### src/acp_pkg.sv
// constants shared by the converter control port
// assumes a single 100 MHz clock feeding every module
package acp_pkg;
   localparam int RES_W = 18;
   localparam int CLK_PERIOD_NS = 10;
   localparam int CONV_TIME_NS = 500;
   localparam int CAL_TIME_NS = 1000;
   localparam int CONV_CYCLES = (CONV_TIME_NS + CLK_PERIOD_NS - 1) / CLK_PERIOD_NS;
   localparam int CAL_CYCLES = (CAL_TIME_NS + CLK_PERIOD_NS - 1) / CLK_PERIOD_NS;
   localparam int CNT_W = 8;
   localparam int BITCNT_W = 5;
   localparam int SCLK_DIV = 4;
   localparam int DIV_W = 3;
   localparam logic [1:0] MODE_PAR18 = 2'h0;
   localparam logic [1:0] MODE_PAR16 = 2'h1;
   localparam logic [1:0] MODE_PAR8 = 2'h2;
   localparam logic [1:0] MODE_SERIAL = 2'h3;
   localparam int SDO_BIT = 10;
   localparam int SCLK_BIT = 11;
   localparam int SYNC_BIT = 12;
   localparam int RDERR_BIT = 13;
   localparam int ALWAYS_LSB = 14;
   localparam logic [3:0] ALWAYS_OE = 4'hF;
   localparam logic [RES_W-1:0] OE_PAR18 = 18'h3FFFF;
   localparam logic [RES_W-1:0] OE_PAR16 = 18'h3FFFC;
   localparam logic [RES_W-1:0] OE_PAR8 = 18'h3FC00;
   localparam logic [RES_W-1:0] OE_SER_BASE = 18'h3F400;
   localparam logic [RES_W-1:0] OE_SCLK = 18'h00800;
   localparam logic [RES_W-1:0] OE_NONE = 18'h3C000;
   localparam logic [RES_W-1:0] WORD_ZERO = 18'h00000;
   typedef enum logic [1:0] {
      ST_IDLE,
      ST_CONV,
      ST_CAL,
      ST_HELD
   } acp_state_type;
endpackage

### src/acp_ctrl.sv
// converter control port: start, busy, reset/calibration, power-down,
// reference enables and result output bus
// assumes all pins synchronous to ref_clk; analog core supplies the code
`timescale 1ns/1ns
// Function
// - top four result bits are driven outputs in every interface mode
// - busy rises at conversion start, falls once result is latched
// - busy falling edge marks new result ready
// - output bus below the top four bits enabled only while chip select and read are low
// - slave serial clock ignored while chip select is high
// - reset pin high holds device in reset, aborting any conversion
// - reset pin falling starts calibration, shown by a busy pulse
// - power-down finishes current conversion, then blocks starts, lowers power
// - start falling edge puts sample-hold in hold and starts conversion
// - both reference power-downs low: internal reference and buffer on
// - both reference power-downs high: reference and buffer off, external used
// - reference power-down high turns off the internal bandgap
// - buffer power-down high turns off the reference buffer
// - buffer on, bandgap off: external bandgap node level scaled up
// - interface mode 3 makes shared data pins a serial port
// - slave read unfinished at next result: data dropped, error pulsed
module acp_ctrl
   import acp_pkg::*;
(
   input wire logic ref_clk,
   input wire logic rst,
   input wire logic conversion_start_n,
   input wire logic cs_n,
   input wire logic rd_n,
   input wire logic reset_pin,
   input wire logic power_down_in,
   input wire logic ref_power_down,
   input wire logic buffer_power_down,
   input wire logic [1:0] mode,
   input wire logic word_sel_a0,
   input wire logic word_sel_a1,
   input wire logic clock_source_select,
   input wire logic sclk_in,
   input wire logic [RES_W-1:0] analog_code,
   output logic busy,
   output logic sample_hold,
   output logic low_power,
   output logic int_ref_on,
   output logic ref_buf_on,
   output logic bandgap_scaling,
   output logic [RES_W-1:0] data_out,
   output logic [RES_W-1:0] data_oe
);
   acp_state_type st_q, st_d;
   logic [CNT_W-1:0] cnt_q, cnt_d, busy_run_q, busy_run_d;
   logic [RES_W-1:0] result_q, result_d;
   logic [RES_W-1:0] dout_q, dout_d;
   logic cnv_prev_q, busy_q, busy_d, hold_q, hold_d, done_q, done_d;
   logic pd_q, pd_d, iref_q, iref_d, ibuf_q, ibuf_d;
   logic cnv_fall, bus_en, ser_mode, master;
   logic ser_sdo, ser_sclk, ser_sync, ser_err;

   // parallel word placement for the three parallel modes
   function automatic logic [RES_W-1:0] par_word(input logic [1:0] m,
         input logic a0, input logic a1, input logic [RES_W-1:0] r);
      logic [RES_W-1:0] w;
      w = WORD_ZERO;
      unique case (m)
         MODE_PAR16: begin
            if (!a0) begin
               w[RES_W-1:2] = r[RES_W-1:2];
            end else begin
               w[3:2] = r[1:0];
            end
         end
         MODE_PAR8: begin
            if (!a0 && !a1) begin
               w[RES_W-1:10] = r[RES_W-1:10];
            end else if (!a0) begin
               w[RES_W-1:10] = r[9:2];
            end else if (!a1) begin
               w[11:10] = r[1:0];
            end else begin
               w[RES_W-1:16] = r[1:0];
            end
         end
         default: begin
            w = r;
         end
      endcase
      return w;
   endfunction

   // output enable mask per mode
   function automatic logic [RES_W-1:0] oe_mask(input logic [1:0] m,
         input logic en, input logic mst);
      logic [RES_W-1:0] o;
      o = OE_NONE;
      if (en) begin
         unique case (m)
            MODE_PAR18: o = OE_PAR18;
            MODE_PAR16: o = OE_PAR16;
            MODE_PAR8: o = OE_PAR8;
            MODE_SERIAL: o = mst ? (OE_SER_BASE | OE_SCLK) : OE_SER_BASE;
         endcase
      end
      return o;
   endfunction

   assign cnv_fall = cnv_prev_q && !conversion_start_n;
   assign ser_mode = (mode == MODE_SERIAL);
   assign master = !clock_source_select;
   // bus below the top four bits released while chip reset or reset pin hold
   assign bus_en = !cs_n && !rd_n && st_q != ST_HELD && !reset_pin;

   // conversion and calibration sequencer
   always_comb begin
      st_d = st_q;
      cnt_d = cnt_q;
      result_d = result_q;
      busy_d = busy_q;
      hold_d = hold_q;
      done_d = 1'b0;
      busy_run_d = busy_q ? busy_run_q + CNT_W'(1) : '0;
      if (reset_pin) begin
         // abandon any conversion
         st_d = ST_HELD;
         cnt_d = '0;
         busy_d = 1'b0;
         hold_d = 1'b0;
      end else begin
         unique case (st_q)
            ST_HELD: begin
               // calibration announced by busy
               st_d = ST_CAL;
               cnt_d = CNT_W'(CAL_CYCLES - 1);
               busy_d = 1'b1;
            end
            ST_CAL: begin
               if (cnt_q == '0) begin
                  st_d = ST_IDLE;
                  busy_d = 1'b0;
               end else begin
                  cnt_d = cnt_q - CNT_W'(1);
               end
            end
            ST_IDLE: begin
               // starts refused under power-down
               if (cnv_fall && !power_down_in) begin
                  st_d = ST_CONV;
                  cnt_d = CNT_W'(CONV_CYCLES - 1);
                  busy_d = 1'b1;
                  hold_d = 1'b1;
               end
            end
            ST_CONV: begin
               if (cnt_q == '0) begin
                  // latch result on the same edge that busy falls as data-ready
                  st_d = ST_IDLE;
                  result_d = analog_code;
                  busy_d = 1'b0;
                  hold_d = 1'b0;
                  done_d = 1'b1;
               end else begin
                  cnt_d = cnt_q - CNT_W'(1);
               end
            end
         endcase
      end
   end

   always_ff @(posedge ref_clk or posedge rst) begin
      if (rst) begin
         st_q <= ST_IDLE;
         cnt_q <= '0;
         result_q <= '0;
         busy_q <= 1'b0;
         hold_q <= 1'b0;
         done_q <= 1'b0;
         busy_run_q <= '0;
         cnv_prev_q <= 1'b1;
      end else begin
         st_q <= st_d;
         cnt_q <= cnt_d;
         result_q <= result_d;
         busy_q <= busy_d;
         hold_q <= hold_d;
         done_q <= done_d;
         busy_run_q <= busy_run_d;
         cnv_prev_q <= conversion_start_n;
      end
   end

   // power and reference controls
   always_comb begin
      // power drops only after a running conversion ends
      pd_d = power_down_in && st_q != ST_CONV;
      iref_d = !ref_power_down;
      ibuf_d = !buffer_power_down;
   end

   always_ff @(posedge ref_clk or posedge rst) begin
      if (rst) begin
         pd_q <= 1'b0;
         iref_q <= 1'b0;
         ibuf_q <= 1'b0;
      end else begin
         pd_q <= pd_d;
         iref_q <= iref_d;
         ibuf_q <= ibuf_d;
      end
   end

   acp_serial u_serial (
      .ref_clk(ref_clk),
      .rst(rst),
      .load(done_d),
      .word(analog_code),
      .serial_mode(ser_mode),
      .master(master),
      .read_en(bus_en),
      .cs_n(cs_n),
      .sclk_in(sclk_in),
      .sdo(ser_sdo),
      .sclk_out(ser_sclk),
      .sync(ser_sync),
      .read_error(ser_err)
   );

   // output data word
   always_comb begin
      dout_d = par_word(mode, word_sel_a0, word_sel_a1, result_q);
      if (ser_mode) begin
         // shared pins carry the serial port
         dout_d[RES_W-1:ALWAYS_LSB] = result_q[RES_W-1:ALWAYS_LSB];
         dout_d[SDO_BIT] = ser_sdo;
         dout_d[SCLK_BIT] = ser_sclk;
         dout_d[SYNC_BIT] = ser_sync;
         dout_d[RDERR_BIT] = ser_err;
      end
   end

   always_ff @(posedge ref_clk or posedge rst) begin
      if (rst) begin
         dout_q <= '0;
      end else begin
         dout_q <= dout_d;
      end
   end

   assign busy = busy_q;
   assign sample_hold = hold_q;
   assign low_power = pd_q;
   assign int_ref_on = iref_q;
   assign ref_buf_on = ibuf_q;
   assign bandgap_scaling = ibuf_q && !iref_q;
   assign data_out = dout_q;
   // top bits always driven; others only on read
   assign data_oe = oe_mask(mode, bus_en, master);

   AST_START_BUSY: assert property (@(posedge ref_clk) disable iff (rst)
      (st_q == ST_IDLE && cnv_fall && !reset_pin && !power_down_in)
      |=> busy && sample_hold)
      else $error("start edge did not raise busy and hold");
   AST_CONV_LEN: assert property (@(posedge ref_clk) disable iff (rst)
      done_q |-> !busy && busy_run_q == CNT_W'(CONV_CYCLES))
      else $error("conversion length wrong");
   AST_DONE_FALL: assert property (@(posedge ref_clk) disable iff (rst)
      done_q |-> $fell(busy) && !sample_hold
      && result_q == $past(analog_code))
      else $error("result not latched at busy fall");
   AST_RESET_ABORT: assert property (@(posedge ref_clk) disable iff (rst)
      reset_pin |=> st_q == ST_HELD && !busy && !sample_hold)
      else $error("reset pin did not abort");
   AST_CAL_BUSY: assert property (@(posedge ref_clk) disable iff (rst)
      (st_q == ST_HELD && !reset_pin) |=> busy && st_q == ST_CAL)
      else $error("calibration busy pulse missing");
   AST_PD_BLOCK: assert property (@(posedge ref_clk) disable iff (rst)
      (st_q == ST_IDLE && power_down_in && !reset_pin) |=> !busy)
      else $error("conversion started in power-down");
   AST_ALWAYS_OUT: assert property (@(posedge ref_clk) disable iff (rst)
      data_oe[RES_W-1:ALWAYS_LSB] == ALWAYS_OE)
      else $error("top result bits not driven");
   AST_BUS_GATE: assert property (@(posedge ref_clk) disable iff (rst)
      (cs_n || rd_n || reset_pin) |-> data_oe[ALWAYS_LSB-1:0] == '0)
      else $error("bus driven without chip select and read");
   AST_REF_ON: assert property (@(posedge ref_clk) disable iff (rst)
      (!ref_power_down && !buffer_power_down) |=> int_ref_on && ref_buf_on)
      else $error("internal reference not enabled");
   AST_REF_OFF: assert property (@(posedge ref_clk) disable iff (rst)
      (ref_power_down && buffer_power_down) |=> !int_ref_on && !ref_buf_on)
      else $error("internal reference not disabled");

   COV_CONV: cover property (@(posedge ref_clk) disable iff (rst)
      $rose(busy) ##[1:60] done_q);
   COV_CAL: cover property (@(posedge ref_clk) disable iff (rst)
      $fell(reset_pin) ##1 busy);
   COV_SER_READ: cover property (@(posedge ref_clk) disable iff (rst)
      ser_mode && bus_en && ser_sync);
   COV_RDERR: cover property (@(posedge ref_clk) disable iff (rst) ser_err);
endmodule

### src/acp_serial.sv
// serial result shifter, master clock divider and incomplete-read flag
// assumes sclk_in and cs_n are synchronous to ref_clk
`timescale 1ns/1ns
module acp_serial
   import acp_pkg::*;
(
   input wire logic ref_clk,
   input wire logic rst,
   input wire logic load,
   input wire logic [RES_W-1:0] word,
   input wire logic serial_mode,
   input wire logic master,
   input wire logic read_en,
   input wire logic cs_n,
   input wire logic sclk_in,
   output logic sdo,
   output logic sclk_out,
   output logic sync,
   output logic read_error
);
   logic [RES_W-1:0] sh_q, sh_d;
   logic [BITCNT_W-1:0] cnt_q, cnt_d;
   logic [DIV_W-1:0] div_q, div_d;
   logic prev_q, prev_d, sclk_q, sclk_d, err_q, err_d;
   logic gated, started, shift;

   always_comb begin
      gated = serial_mode && !master && !cs_n;
      started = (cnt_q != BITCNT_W'(RES_W)) && (cnt_q != '0);
      sh_d = sh_q;
      cnt_d = cnt_q;
      div_d = div_q;
      sclk_d = sclk_q;
      err_d = 1'b0;
      shift = 1'b0;
      // slave clock only seen while chip select is low
      prev_d = gated ? sclk_in : 1'b1;
      if (gated && sclk_in && !prev_q && cnt_q != '0) begin
         shift = 1'b1;
      end
      if (serial_mode && master && read_en && cnt_q != '0) begin
         if (div_q == DIV_W'(SCLK_DIV - 1)) begin
            div_d = '0;
            sclk_d = !sclk_q;
            shift = sclk_q;
         end else begin
            div_d = div_q + DIV_W'(1);
         end
      end else begin
         div_d = '0;
         sclk_d = 1'b0;
      end
      if (shift) begin
         sh_d = {sh_q[RES_W-2:0], 1'b0};
         cnt_d = cnt_q - BITCNT_W'(1);
      end
      if (load) begin
         sh_d = word;
         cnt_d = BITCNT_W'(RES_W);
         // unfinished slave read loses its word
         err_d = started && serial_mode && !master;
      end
   end

   always_ff @(posedge ref_clk or posedge rst) begin
      if (rst) begin
         sh_q <= '0;
         cnt_q <= '0;
         div_q <= '0;
         prev_q <= 1'b1;
         sclk_q <= 1'b0;
         err_q <= 1'b0;
      end else begin
         sh_q <= sh_d;
         cnt_q <= cnt_d;
         div_q <= div_d;
         prev_q <= prev_d;
         sclk_q <= sclk_d;
         err_q <= err_d;
      end
   end

   assign sdo = sh_q[RES_W-1];
   assign sclk_out = sclk_q;
   assign sync = serial_mode && master && read_en && cnt_q != '0;
   assign read_error = err_q;

   AST_SCLK_GATED: assert property (@(posedge ref_clk) disable iff (rst)
      (cs_n && !master && !load) |=> (cnt_q == $past(cnt_q)))
      else $error("slave clock shifted while deselected");
   AST_RDERR_PULSE: assert property (@(posedge ref_clk) disable iff (rst)
      (load && started && serial_mode && !master) |=> read_error ##1 !read_error)
      else $error("incomplete read flag not pulsed");
endmodule
### config.mk
export PLATFORM = sky130hd
export DESIGN_NAME = acp_ctrl
export DESIGN_NICKNAME = d
export VERILOG_FILES = /design/src/acp_pkg.sv /design/src/acp_ctrl.sv /design/src/acp_serial.sv
export SDC_FILE = /design/constraint.sdc
export NUM_CORES = 1
export LEC_CHECK = 0
export BUFFER_PORTS_ARGS = -buffer_cell sky130_fd_sc_hd__buf_2
export CAP_MARGIN = 30
export CORE_ASPECT_RATIO = 0.75
export CORE_MARGIN = 1
export CORE_UTILIZATION = 23
export DETAILED_ROUTE_END_ITERATION = 8
export GPL_TIMING_DRIVEN = 0
export SETUP_SLACK_MARGIN = 0.1
export SLEW_MARGIN = 40
export SYNTH_ARGS = -nofsm -noshare
export SYNTH_HDL_FRONTEND = slang
export SYNTH_SLANG_ARGS = --single-unit
### constraint.sdc
create_clock -name ref_clk -period 3.6 [get_ports ref_clk]
set_clock_uncertainty 0.2 [all_clocks]
set_input_delay 1.08 -clock ref_clk [delete_from_list [all_inputs] [get_ports ref_clk]]
set_output_delay 1.08 -clock ref_clk [all_outputs]
set_load 0.01 [all_outputs]
* After elaboration in Yosys (flattened, before gate mapping)
Cells that the tools add are included.
** Storage, ports and cells
- Flip-flop bits (word level) :: 81
- Latch bits :: 0
- RAM bits :: 0
- Memory bits (read-only) :: 0
- Word-level logic and storage cells :: 124
- Memories :: 0
** Operators by class
- Add/sub/neg operators :: 3
- Multiply operators :: 0
- Divide/modulo/power cells :: 0
- Order comparisons :: 0
- Equal/unequal tests :: 15
- Shifts and indexed selects :: 0
- Muxes and demuxes :: 45
- Bitwise gates (word level) :: 1
- Reduce and logical (&&, ||, !) cells :: 44
** Operators with widths (count)
- $pmux W18 S4 :: 1
- $mux W18 :: 3
- $mux W8 :: 5
- $pmux W8 S2 :: 2
- $pmux W8 S3 :: 1
- $logic_and A1 B1 Y1 :: 19
- $mux W2 :: 9
- $mux W1 :: 14
- $mux W14 :: 1
- $logic_not A1 Y1 :: 13
- $mux W12 :: 1
- $mux W5 :: 2
- $ne A3 B3 Y1 const B :: 3
- $eq A2 B2 Y1 const B :: 4
- $logic_not A8 Y1 :: 1
- $sub A8 B1 Y8 const B :: 1
- $mux W3 :: 2
- $pmux W2 S3 :: 1
- $reduce_and A3 Y1 :: 2
- $ne A5 B5 Y1 const B :: 1
- $reduce_bool A5 Y1 :: 1
- $sub A5 B1 Y5 const B :: 1
- $eq A2 B1 Y1 const B :: 2
- $logic_not A2 Y1 :: 2
- 13 further kinds :: 16

* Depth between registers and ports, before layout
Gate-level depths: netlist of run 1.
- Word-level depth :: 11
- Mapped depth :: 9
- Mapped depth without buffers :: 7

* Hierarchy
Synthesis of run 1 repeated with hierarchy kept, for this count alone.
** Unflattened totals
- Cell total of the unflattened synthesis :: 390
- Area, all modules :: 4197.8 um2
** By module, submodules not included
- acp_ctrl :: times used 1, cells an instance 253, area each 2708.8 um2, sequential area each 1302.5 um2
- acp_serial :: times used 1, cells an instance 137, area each 1488.9 um2, sequential area each 726.9 um2

* Worst setup path after synthesis of run 1
No wires, ideal clock.
- Path type :: input port to output port
- Start point :: input port reset_pin
- End point :: output port data_oe[3]
- Arrival time :: 1973 ps
- Required time :: 2320 ps
- Path slack :: 347 ps
- Stages :: 3
- Cells stage by stage :: nor4_4 o21a_1 buf_4
** On the way
- Cells in the longest elaborated chain, start to end :: 3
** Ends and longest elaborated chain
- start: declaration :: line acp_ctrl.sv:30 : input wire logic reset_pin,
- $logic_not A1 Y1 :: line acp_ctrl.sv:109 : assign bus_en = !cs_n && !rd_n && st_q != ST_HELD && !reset_pin;
- $logic_and A1 B1 Y1 :: line acp_ctrl.sv:109
- $mux W18 :: line acp_ctrl.sv:94 : if (en) begin
- end: declaration :: line acp_ctrl.sv:47 : output logic [RES_W-1:0] data_oe
Every way passes these cells.

* Worst setup path after layout of run 1
- Start point :: input port reset_pin
- End point :: output port data_oe[1]
** On the way
- Cells in the longest elaborated chain, start to end :: 3
** Ends and longest elaborated chain
- $logic_not A1 Y1 :: line acp_ctrl.sv:109
- $logic_and A1 B1 Y1 :: line acp_ctrl.sv:109
- named net bus_en :: line acp_ctrl.sv:55 : logic cnv_fall, bus_en, ser_mode, master;
- $mux W18 :: line acp_ctrl.sv:94
The timed path passes the listed nets, and every way through them passes these cells.

==> results of run 1 <==
[worst max-delay path, cell delays in order]
cell	delay, ns
buf_2	0.15
nor4_4	0.38
buf_4	0.20
and2_4	0.14
buf_4	0.09
buf_2	0.11
[synthesized netlist by cell type, drive strengths merged, types with 3 or more instances]
cell type  count  area share
a211oi         3      0.0058
a21oi         12       0.015
a31oi          4      0.0064
and2           8       0.013
buf           25       0.050
clkbuf         8      0.0077
dfrtp         79        0.51
ha            12       0.039
inv           19       0.018
mux2i          5       0.013
nand2         67       0.065
nand2b         3      0.0048
nand3         57       0.073
nor2          20       0.019
nor2b          5      0.0080
nor3           3      0.0039
nor3b          5       0.011
nor4           3       0.013
o21ai         23       0.030
o31ai          4      0.0077
or2            5      0.0080
[power groups by stage]
stage	clock [W]	combinational (W)	sequential (W)
2_1_floorplan	0	0.000701	0.00140
3_3_place_gp	0	0.000990	0.00140
3_5_place_dp	0	0.00102	0.00142
4_1_cts	0.000896	0.00103	0.00140
5_1_grt	0.000937	0.00118	0.00144
6_report	0.000871	0.00103	0.00141
[state kept, by name, indices dropped and copies added, names as in the netlist]
register             cells
u_serial.sclk_out        1
u_serial.read_error      1
u_serial.sh_q           18
u_serial.cnt_q           5
sample_hold              1
st_q                     2
ref_buf_on               1
result_q                18
busy                     1
cnt_q                    8
cnv_prev_q               1
int_ref_on               1
low_power                1
u_serial.prev_q          1
data_out                18
u_serial.div_q           3
[layout make-up]
type | instances | area (sq um) | share of cell area
timing repair buffer | 73 | 395.4 | 0.08094
clock buffer | 10 | 239.0 | 0.04892
clock inverter | 6 | 51.30 | 0.01050
tap | 210 | 262.8 | 0.05379
sequential | 81 | 2029 | 0.4155
inverter | 19 | 76.32 | 0.01563
buffer | 33 | 236.5 | 0.04841
multi-input combinational | 272 | 1594 | 0.3263
[routing by layer]
layer	share of wire	GRT usage	routed length, microns	vias to the layer above
met5	0	0	0	-
met4	0.0075	0.02993	72	0
met3	0.064	0.03066	613	6
met2	0.43	0.1717	4142	93
met1	0.50	0.1653	4793	1499
li1	-	-	-	1522
[timing repair]
item	CTS	global route
pin swaps	1	1
setup endpoints to repair	10	2
gates resized for setup	4	3
endpoints found under the hold margin	0	0
setup buffers	2	1
hold buffers	0	0
[path summary, 6_finish.rpt]
| path | start | endpoint | slack [ns] | cells after the start |
|---|---|---|---|---|
| max | reset_pin | data_oe[1] | 0.16 | 6 |
| min | u_serial.div_q[0] | u_serial.div_q[0] | 0.26 | 1 |
| max reg2reg | cnt_q[0] | u_serial.sh_q[8] | 0.93 | 8 |
| min reg2reg | u_serial.div_q[0] | u_serial.div_q[0] | 0.26 | 1 |
| max in group asynchronous | rst | cnv_prev_q | 2.08 | 3 |
| min in group asynchronous | rst | data_out[13] | 0.50 | 2 |
[logic make-up (layout without fill, tap and decap cells)]
group / Yosys count / count (layout)
buf+inv: 52 / 141
xor+xnor: 3 / 3
flops: 81 / 81
compound gates: 62 / 62
other cells: 1 / 4
simple gates: 184 / 184
fa+ha+maj: 12 / 12
mux: 7 / 7
[metrics by stage]
stage	setup slack (ns)	TNS, ns	std cells	cell area (sq um)	utilization
2_1_floorplan	0.2432	0	405	3905	-
3_3_place_gp	-0.7279	-57.66	684	4513	0.2775
3_5_place_dp	-0.1349	-0.9783	685	4551	0.2798
4_1_cts	0.1035	0	703	4867	0.2992
5_1_grt	0.1033	0	704	4885	0.3003
6_report	0.1554	0	704	4885	0.3003
==> results.md, run 1 <==
* Total power at 0.003310 W
* Switching part of the total at 0.3549
* Net switching power at between 0.001 and 0.0015 W
* Critical Path AT at roughly 2.2 ns
* Synthesized area per cell at 9.686 sq um
* Worst-path clk slew at approximately 0.06 ns
* Kind of end point of the critical path: primary output
* Leakage at ~2.5 nW
* Fin crit period at 3.445 ns
* Pwr dens at 677.6 nW/um^2
* Final period util at 0.9568
* Syn. warnings at 0
* GP Congestion at 0.8041
* Most used DFF post-synth: dfrtp_1
* Post-synth EDFFs at 0
* XOR/XNOR Fraction of Synth Area at 0.006748
* Max_cap viols at 0
* Area Growth Syn to Fin at 25.45%
* Fillcell total at 1,682
* Cell count after synthesis at about 400
* CTS Buffer Depth at 2
* Main combinational cell family by area after synthesis: simple AND/OR/NAND/NOR gates
* Per-cell routed wire length at 13.67 microns
* Die Height at 114.7 microns
* CTS sink count at approximately 80
* Final hold slack at 0.2584 ns
* WP data required at 2.32 ns
* Synth Cell Area at ~4000 sq um
* Largest net degree at the start of global routing at 55
* Gr ovfl total at 0
* Routed Antenna Nets at 0
* Drt drc at 9
* Sequential fraction of the synthesis area at 0.5212
* Distinct cells, synth at 50
* Synth Area in Adders at 0.03856
* Max_slew headroom at 0.5971
* Max rail drop VDD at 0.2243 mV
* Layout net count at between 500 and 600
* Failing checks: design-rule violations
* Min-Delay Path Class: register to register
* TritonCTS Buffers at 9
* Sequential share of power at 0.425
* Pins Over Slew Limit at 0
* Status: complete, but fails checks
* DP HPWL at slightly above 7000 microns
* Boundary Pins at 75
* Via count at between 3,000 and 4,000
* Die width at 152.2 microns
* Root Driver: clkbuf_16
* Crit Path Category: input port to primary output
* GRT Total Usage at 0.1157
* RSZ-0062 raised after global routing: no
* Die ar. at approximately 17,000 sq um
* Part of the power in combinational logic at 0.312
* Async SR Flop Fraction at 1.000
* Cell internal pwr at 0.002135 W
* Clock power frac at 0.263
* CTS tree: yes
* Total core area at 16,270 sq um
* Commonest non-fill, non-tap cell in the layout: dfrtp_1
* CP Launch Type: input port
* Clock Latency Late Sink at 0.33 ns
* Most frequent cells in the layout: dfrtp_1, buf_2, nand2_1, nand3_1, o21ai_0
* Final hold vios at 0
* Least-Margin Pin Slew at 0.6032 ns
* Diode count at 0
* Post-synthesis compound-gate area fraction at 0.09865
* DRT Wirelength at 9621 microns
* Site Rows at 40
* Fmax at 290.3 MHz
* Pre-antenna DRT Iters at 7
* Vias per cell at 4.432
* Post-synthesis mux area share at 0.01864
* Yosys reg bits at 81
* Initial drt markers at between 200 and 250
* First-pass GRT wire length at between 15,000 and 20,000 microns
* Simple-gate portion of the synthesized area at 0.2388
* Crit-path max FO at 5
* Final setup viols at 0
* Initial antenna violation count at 0
* H-Tree Level Count at 3
* Layout cells sized above 1 at 0.2753
* Port bufs at 69
* Initial Utilization at 0.2394
* Number of global-route vias before repair at slightly above 3,000
Power figures use the tool's default switching activity.
==> run 2, diff against run 1 <==
Settings changed: MAX_ROUTING_LAYER from default to met4.
==> run 2 against run 1 <==
Against the previous run:
- the run still ends with design-rule violations left
- highest routed layer unchanged
- critical endpoint unchanged
- clock-buffer cell count stayed put
- fmax is 0.16% lower
- sequential power hardly changed
- routed wire length hardly changed
- critical path type unchanged
- die area stayed put
- largest cell class unchanged
- design area stayed put
==> results.md, run 2 (synthesis gave the netlist of run 1 again) <==
* Status: complete, but fails checks
* Failing checks: design-rule violations
* First-pass GRT wire length at 15,900 microns
* Total power at around 0.0033 W
* CP Launch Type: input port
* Pins Over Slew Limit at 0
* Total core area at 16,270 sq um
* Layout cells sized above 1 at 0.2753
* Root Driver: clkbuf_16
* TritonCTS Buffers at 9
* Largest net degree at the start of global routing at 55
* Least-Margin Pin Slew at roughly 0.62 ns
* Per-cell routed wire length at between 10 and 15 microns
* Most frequent cells in the layout: dfrtp_1, buf_2, nand2_1, nand3_1, o21ai_0
* Final period util at 0.9584
* Fin area at a little under 5000 sq um
* Fillcell total at between 1,500 and 2,000
* CP max stage cell: nor4_4
* Clock Latency Late Sink at between 0.3 and 0.4 ns
* Pwr dens at 677.4 nW/um^2
* Crit-path max FO at 5
* Port bufs at 69
* Critical Path AT at approximately 2.2 ns
* GRT Total Usage at 0.1191
* Fmax at 289.8 MHz
* Initial drt markers at 221
* H-Tree Level Count at 3
* Kind of end point of the critical path: primary output
* Min-Delay Path Class: register to register
* Max_slew headroom at 0.5845
* Die width at ~150 microns
* R2r setup slk at 0.94 ns
* Die ar. at 17,460 sq um
* Diode count at 0
* CTS sink count at ~80
* Initial antenna violation count at 0
* RSZ-0062 raised after global routing: no
* Drt drc at 9
* Number of global-route vias before repair at 3,079
* Initial Utilization at 0.2394
* Final hold vios at 0
* Layout net count at roughly 530
* Gr ovfl total at 0
* Site Rows at 40
* Commonest non-fill, non-tap cell in the layout: dfrtp_1
* Max_cap viols at 0
* Die Height at 114.7 microns
* Crit Path Category: input port to primary output
* Placed Area at 4551 sq um
* Max rail drop VDD at 0.2243 mV
* Fin crit period at 3.450 ns
* Via count at 3,133
* Routed Antenna Nets at 0
* Leakage at 2.457 nW
* Inst Count DP at 685
* Final setup viols at 0
* Worst-path clk slew at 0.06 ns
* DRT Wirelength at 9630 microns
* Post-Layout Cell Count at approximately 700
* Hold Buf Count CTS at 0
* Critical path, cell by cell: buf_2 -> nor4_4 -> buf_4 -> and2_4 -> buf_4 -> buf_2
* CTS Buffer Depth at 2
* GP Congestion at 0.8158
* DP HPWL at 7278 microns
* WP data required at 2.32 ns
* CTS tree: yes
* Pre-antenna DRT Iters at 7
* Vias per cell at 4.450
* Boundary Pins at 75
* Area Growth Syn to Fin at 25.45%
* Slowest cell delay on critical path at 0.38 ns
-- run 2: cell counts in the layout (fill, tap and decap cells not counted) --
Identical to the previous run, type by type.
-- run 2: per-layer routing --
layer	wire (microns)	global-route usage	share of wire
met5	0	-	0
met1	4845	0.1674	0.50
met3	606	0.02687	0.063
met2	4116	0.1714	0.43
met4	61	0.02993	0.0063
-- run 2: critical path, delay by kind of cell --
family                 cells  cell delay, ns
buffers and inverters      4            0.56
and+or+nand+nor            2            0.52
-- run 2: cell type report --
cell class | count | area [sq um] | share of cell area
Clock inverter | 6 | 51.30 | 0.01050
Buffer | 33 | 236.5 | 0.04841
Sequential cell | 81 | 2029 | 0.4155
Inverter | 19 | 76.32 | 0.01563
Timing Repair Buffer | 73 | 395.4 | 0.08094
Multi-Input combinational cell | 272 | 1594 | 0.3263
Clock buffer | 10 | 239.0 | 0.04892
Tap cell | 210 | 262.8 | 0.05379
-- run 2: worst paths after layout --
check / end / startpoint / cells past startpoint
worst max-delay path: data_oe[1] / reset_pin / 6
worst min-delay path: u_serial.div_q[0] / u_serial.div_q[0] / 1
worst max register to register: u_serial.sh_q[16] / cnt_q[0] / 8
worst min register to register: u_serial.div_q[0] / u_serial.div_q[0] / 1
max in group asynchronous: cnv_prev_q / rst / 3
min in group asynchronous: data_out[13] / rst / 2
-- run 2: stage by stage --
| step | util | hold slack [ns] | setup WS (ns) | TNS (ns) |
|---|---|---|---|---|
| 6_report | 0.3003 | 0.2638 | 0.1498 | 0 |
| 5_1_grt | 0.3003 | 0.2782 | 0.1033 | 0 |
| 4_1_cts | 0.2992 | 0.2629 | 0.1035 | 0 |
| 2_1_floorplan | - | 0.2192 | 0.2432 | 0 |
| 3_3_place_gp | 0.2775 | 0.2287 | -0.7279 | -57.66 |
| 3_5_place_dp | 0.2798 | 0.2547 | -0.1349 | -0.9783 |
-- run 2: timing repair --
action | in CTS | in global routing
endpoints found under the hold margin | 0 | 0
endpoints found under the setup margin | 10 | 2
buffers inserted | 2 | 1
pin swaps | 1 | 1
resized for setup | 4 | 3
-- run 2: power breakdown --
group	internal [W]	total (W)	switching (W)
clock network	0.000494	0.000871	0.000377
registers	0.00120	0.00140	0.000203
logic	0.000440	0.00103	0.000594
==> run 3, diff against run 2 <==
Settings changed: CTS_BUF_LIST from default to sky130_fd_sc_hd__clkbuf_2.
==> run 3 against run 2 <==
Against the previous run:
- the flow still finishes with violations (design-rule violations)
- critical endpoint unchanged
- critical path type unchanged
- largest cell class unchanged
- combinational power hardly changed
- sequential share of layout area is 1.5 points higher
- sequential power hardly changed
==> results.md, run 3 (synthesis gave the netlist of run 1 again) <==
* TritonCTS Buffers at 9
* Crit-path max FO at 5
* Root Driver: clkbuf_2
* Critical Path AT at 2.18 ns
* Initial drt markers at 227
* Gr ovfl total at 0
* Max_cap viols at 0
* Pins Over Slew Limit at 0
* Diode count at 0
* DP HPWL at 7278 microns
* Die Height at 114.7 microns
* Hold Buf Count CTS at 0
* Max rail drop VDD at 0.1809 mV
* GP Congestion at ~0.82
* WP data required at 2.32 ns
* CP Launch Type: input port
* R2r setup slk at around 0.94 ns
* RSZ-0062 raised after global routing: no
* Reg2Reg Launch Point: cnt_q[0]
* Via count at ~3,200
* Site Rows at 40
* Most frequent cells in the layout: dfrtp_1, buf_2, nand2_1, nand3_1
* Per-cell routed wire length at between 10 and 15 microns
* Port bufs at ~70
* CTS sink count at 81
* Fmax at 289.4 MHz
* CTS tree: yes
* Layout cells sized above 1 at 0.2782
* Die width at approximately 150 microns
* Sequential share of power at 0.484
* First-pass GRT wire length at approximately 16,000 microns
* Leakage at 2.387 nW
* Pwr dens at a little over 600 nW/um^2
* Least-Margin Pin Slew at 0.5944 ns
* Layout net count at 536
* GRT Total Usage at 0.1204
* Fin crit period at 3.456 ns
* Final hold slack at 0.2269 ns
* DRT Wirelength at 9689 microns
* Part of the power in combinational logic at 0.365
* Cell internal pwr at 0.001746 W
* Commonest non-fill, non-tap cell in the layout: dfrtp_1
* Vias per cell at 4.494
* Clock Latency Late Sink at 0.57 ns
* Final period util at 0.9599
* Final setup viols at 0
* Net switching power at 0.001142 W
* Boundary Pins at 75
* Min-Delay Path Class: input port to asynchronous set/reset pin
* Max_slew headroom at 0.6029
* Die ar. at 17,460 sq um
* Pre-antenna DRT Iters at 7
* Kind of end point of the critical path: primary output
* Routed Antenna Nets at 0
* Largest net degree at the start of global routing at 55
* Number of global-route vias before repair at 3,074
* Worst-path clk slew at 0.25 ns
* Total core area at 16,270 sq um
* Switching part of the total at 0.3955
* Failing checks: design-rule violations
* Status: complete, but fails checks
* Initial antenna violation count at 0
* Crit Path Category: input port to primary output
* Clock power frac at 0.152
* H-Tree Level Count at 3
* Area Growth Syn to Fin at 21.08%
* Initial Utilization at 0.2394
* Final hold vios at 0
* CTS Buffer Depth at 2
* Drt drc at 9
* Setup_tns at 0 ns
* Critical Path Start: reset_pin
run 3: cell count changes in the layout (fill, tap and decap cells not counted), sizes merged:
cell / change
buf: +2
clkbuf: -1
clkinv: +1
run 3: power groups by stage:
stage          Clock (W)  Combinational [W]  Sequential (W)
3_3_place_gp           0           0.000990         0.00140
6_report        0.000438            0.00105         0.00140
4_1_cts         0.000461            0.00105         0.00139
3_5_place_dp           0            0.00102         0.00142
2_1_floorplan          0           0.000701         0.00140
5_1_grt         0.000503            0.00120         0.00143
run 3: layer usage:
metal / global-route usage / wire length [microns]
met4: 0.02789 / 63
met5: - / 0
met2: 0.1717 / 4184
met1: 0.1684 / 4828
met3: 0.03179 / 613
run 3: path summary, 6_finish.rpt:
kind	endpoint	cells after the start
worst max-delay path	data_oe[1]	6
worst min-delay path	data_out[5]	2
worst max register to register	u_serial.sh_q[8]	8
worst min register to register	u_serial.div_q[0]	1
max in group asynchronous	cnv_prev_q	3
min in group ref_clk	u_serial.div_q[0]	1
run 3: layout make-up:
cell class / count / area, sq um
clock buffers: 9 / 45.04
inverters: 19 / 76.32
fillers: 1695 / 11550
flip-flops and latches: 81 / 2029
repair buffers: 75 / 412.9
multi-input cells: 272 / 1597
well taps: 210 / 262.8
plain buffers: 33 / 236.5
clock inverters: 7 / 55.05
run 3: timing repair:
item | in CTS | in global routing
setup endpoints to repair | 10 | 13
gates resized for setup | 5 | 5
pin swaps | 1 | 1
buffers inserted | 5 | 0
run 3: per-stage QoR:
stage            util  instances  setup WS, ns  instance area, sq um  power (W)
3_3_place_gp   0.2775        684       -0.7279                  4513   0.002392
3_5_place_dp   0.2798        685       -0.1349                  4551   0.002435
6_report       0.2898        706        0.1444                  4715   0.002888
4_1_cts        0.2891        706        0.1032                  4702   0.002906
5_1_grt        0.2898        706        0.1064                  4715   0.003133
2_1_floorplan       -        405        0.2432                  3905   0.002103
run 3: worst max-delay path, cell delays in order:
cell,delay [ns]
buf_4,0.14
nor4_4,0.39
buf_4,0.21
and2_4,0.14
buf_4,0.09
buf_2,0.11
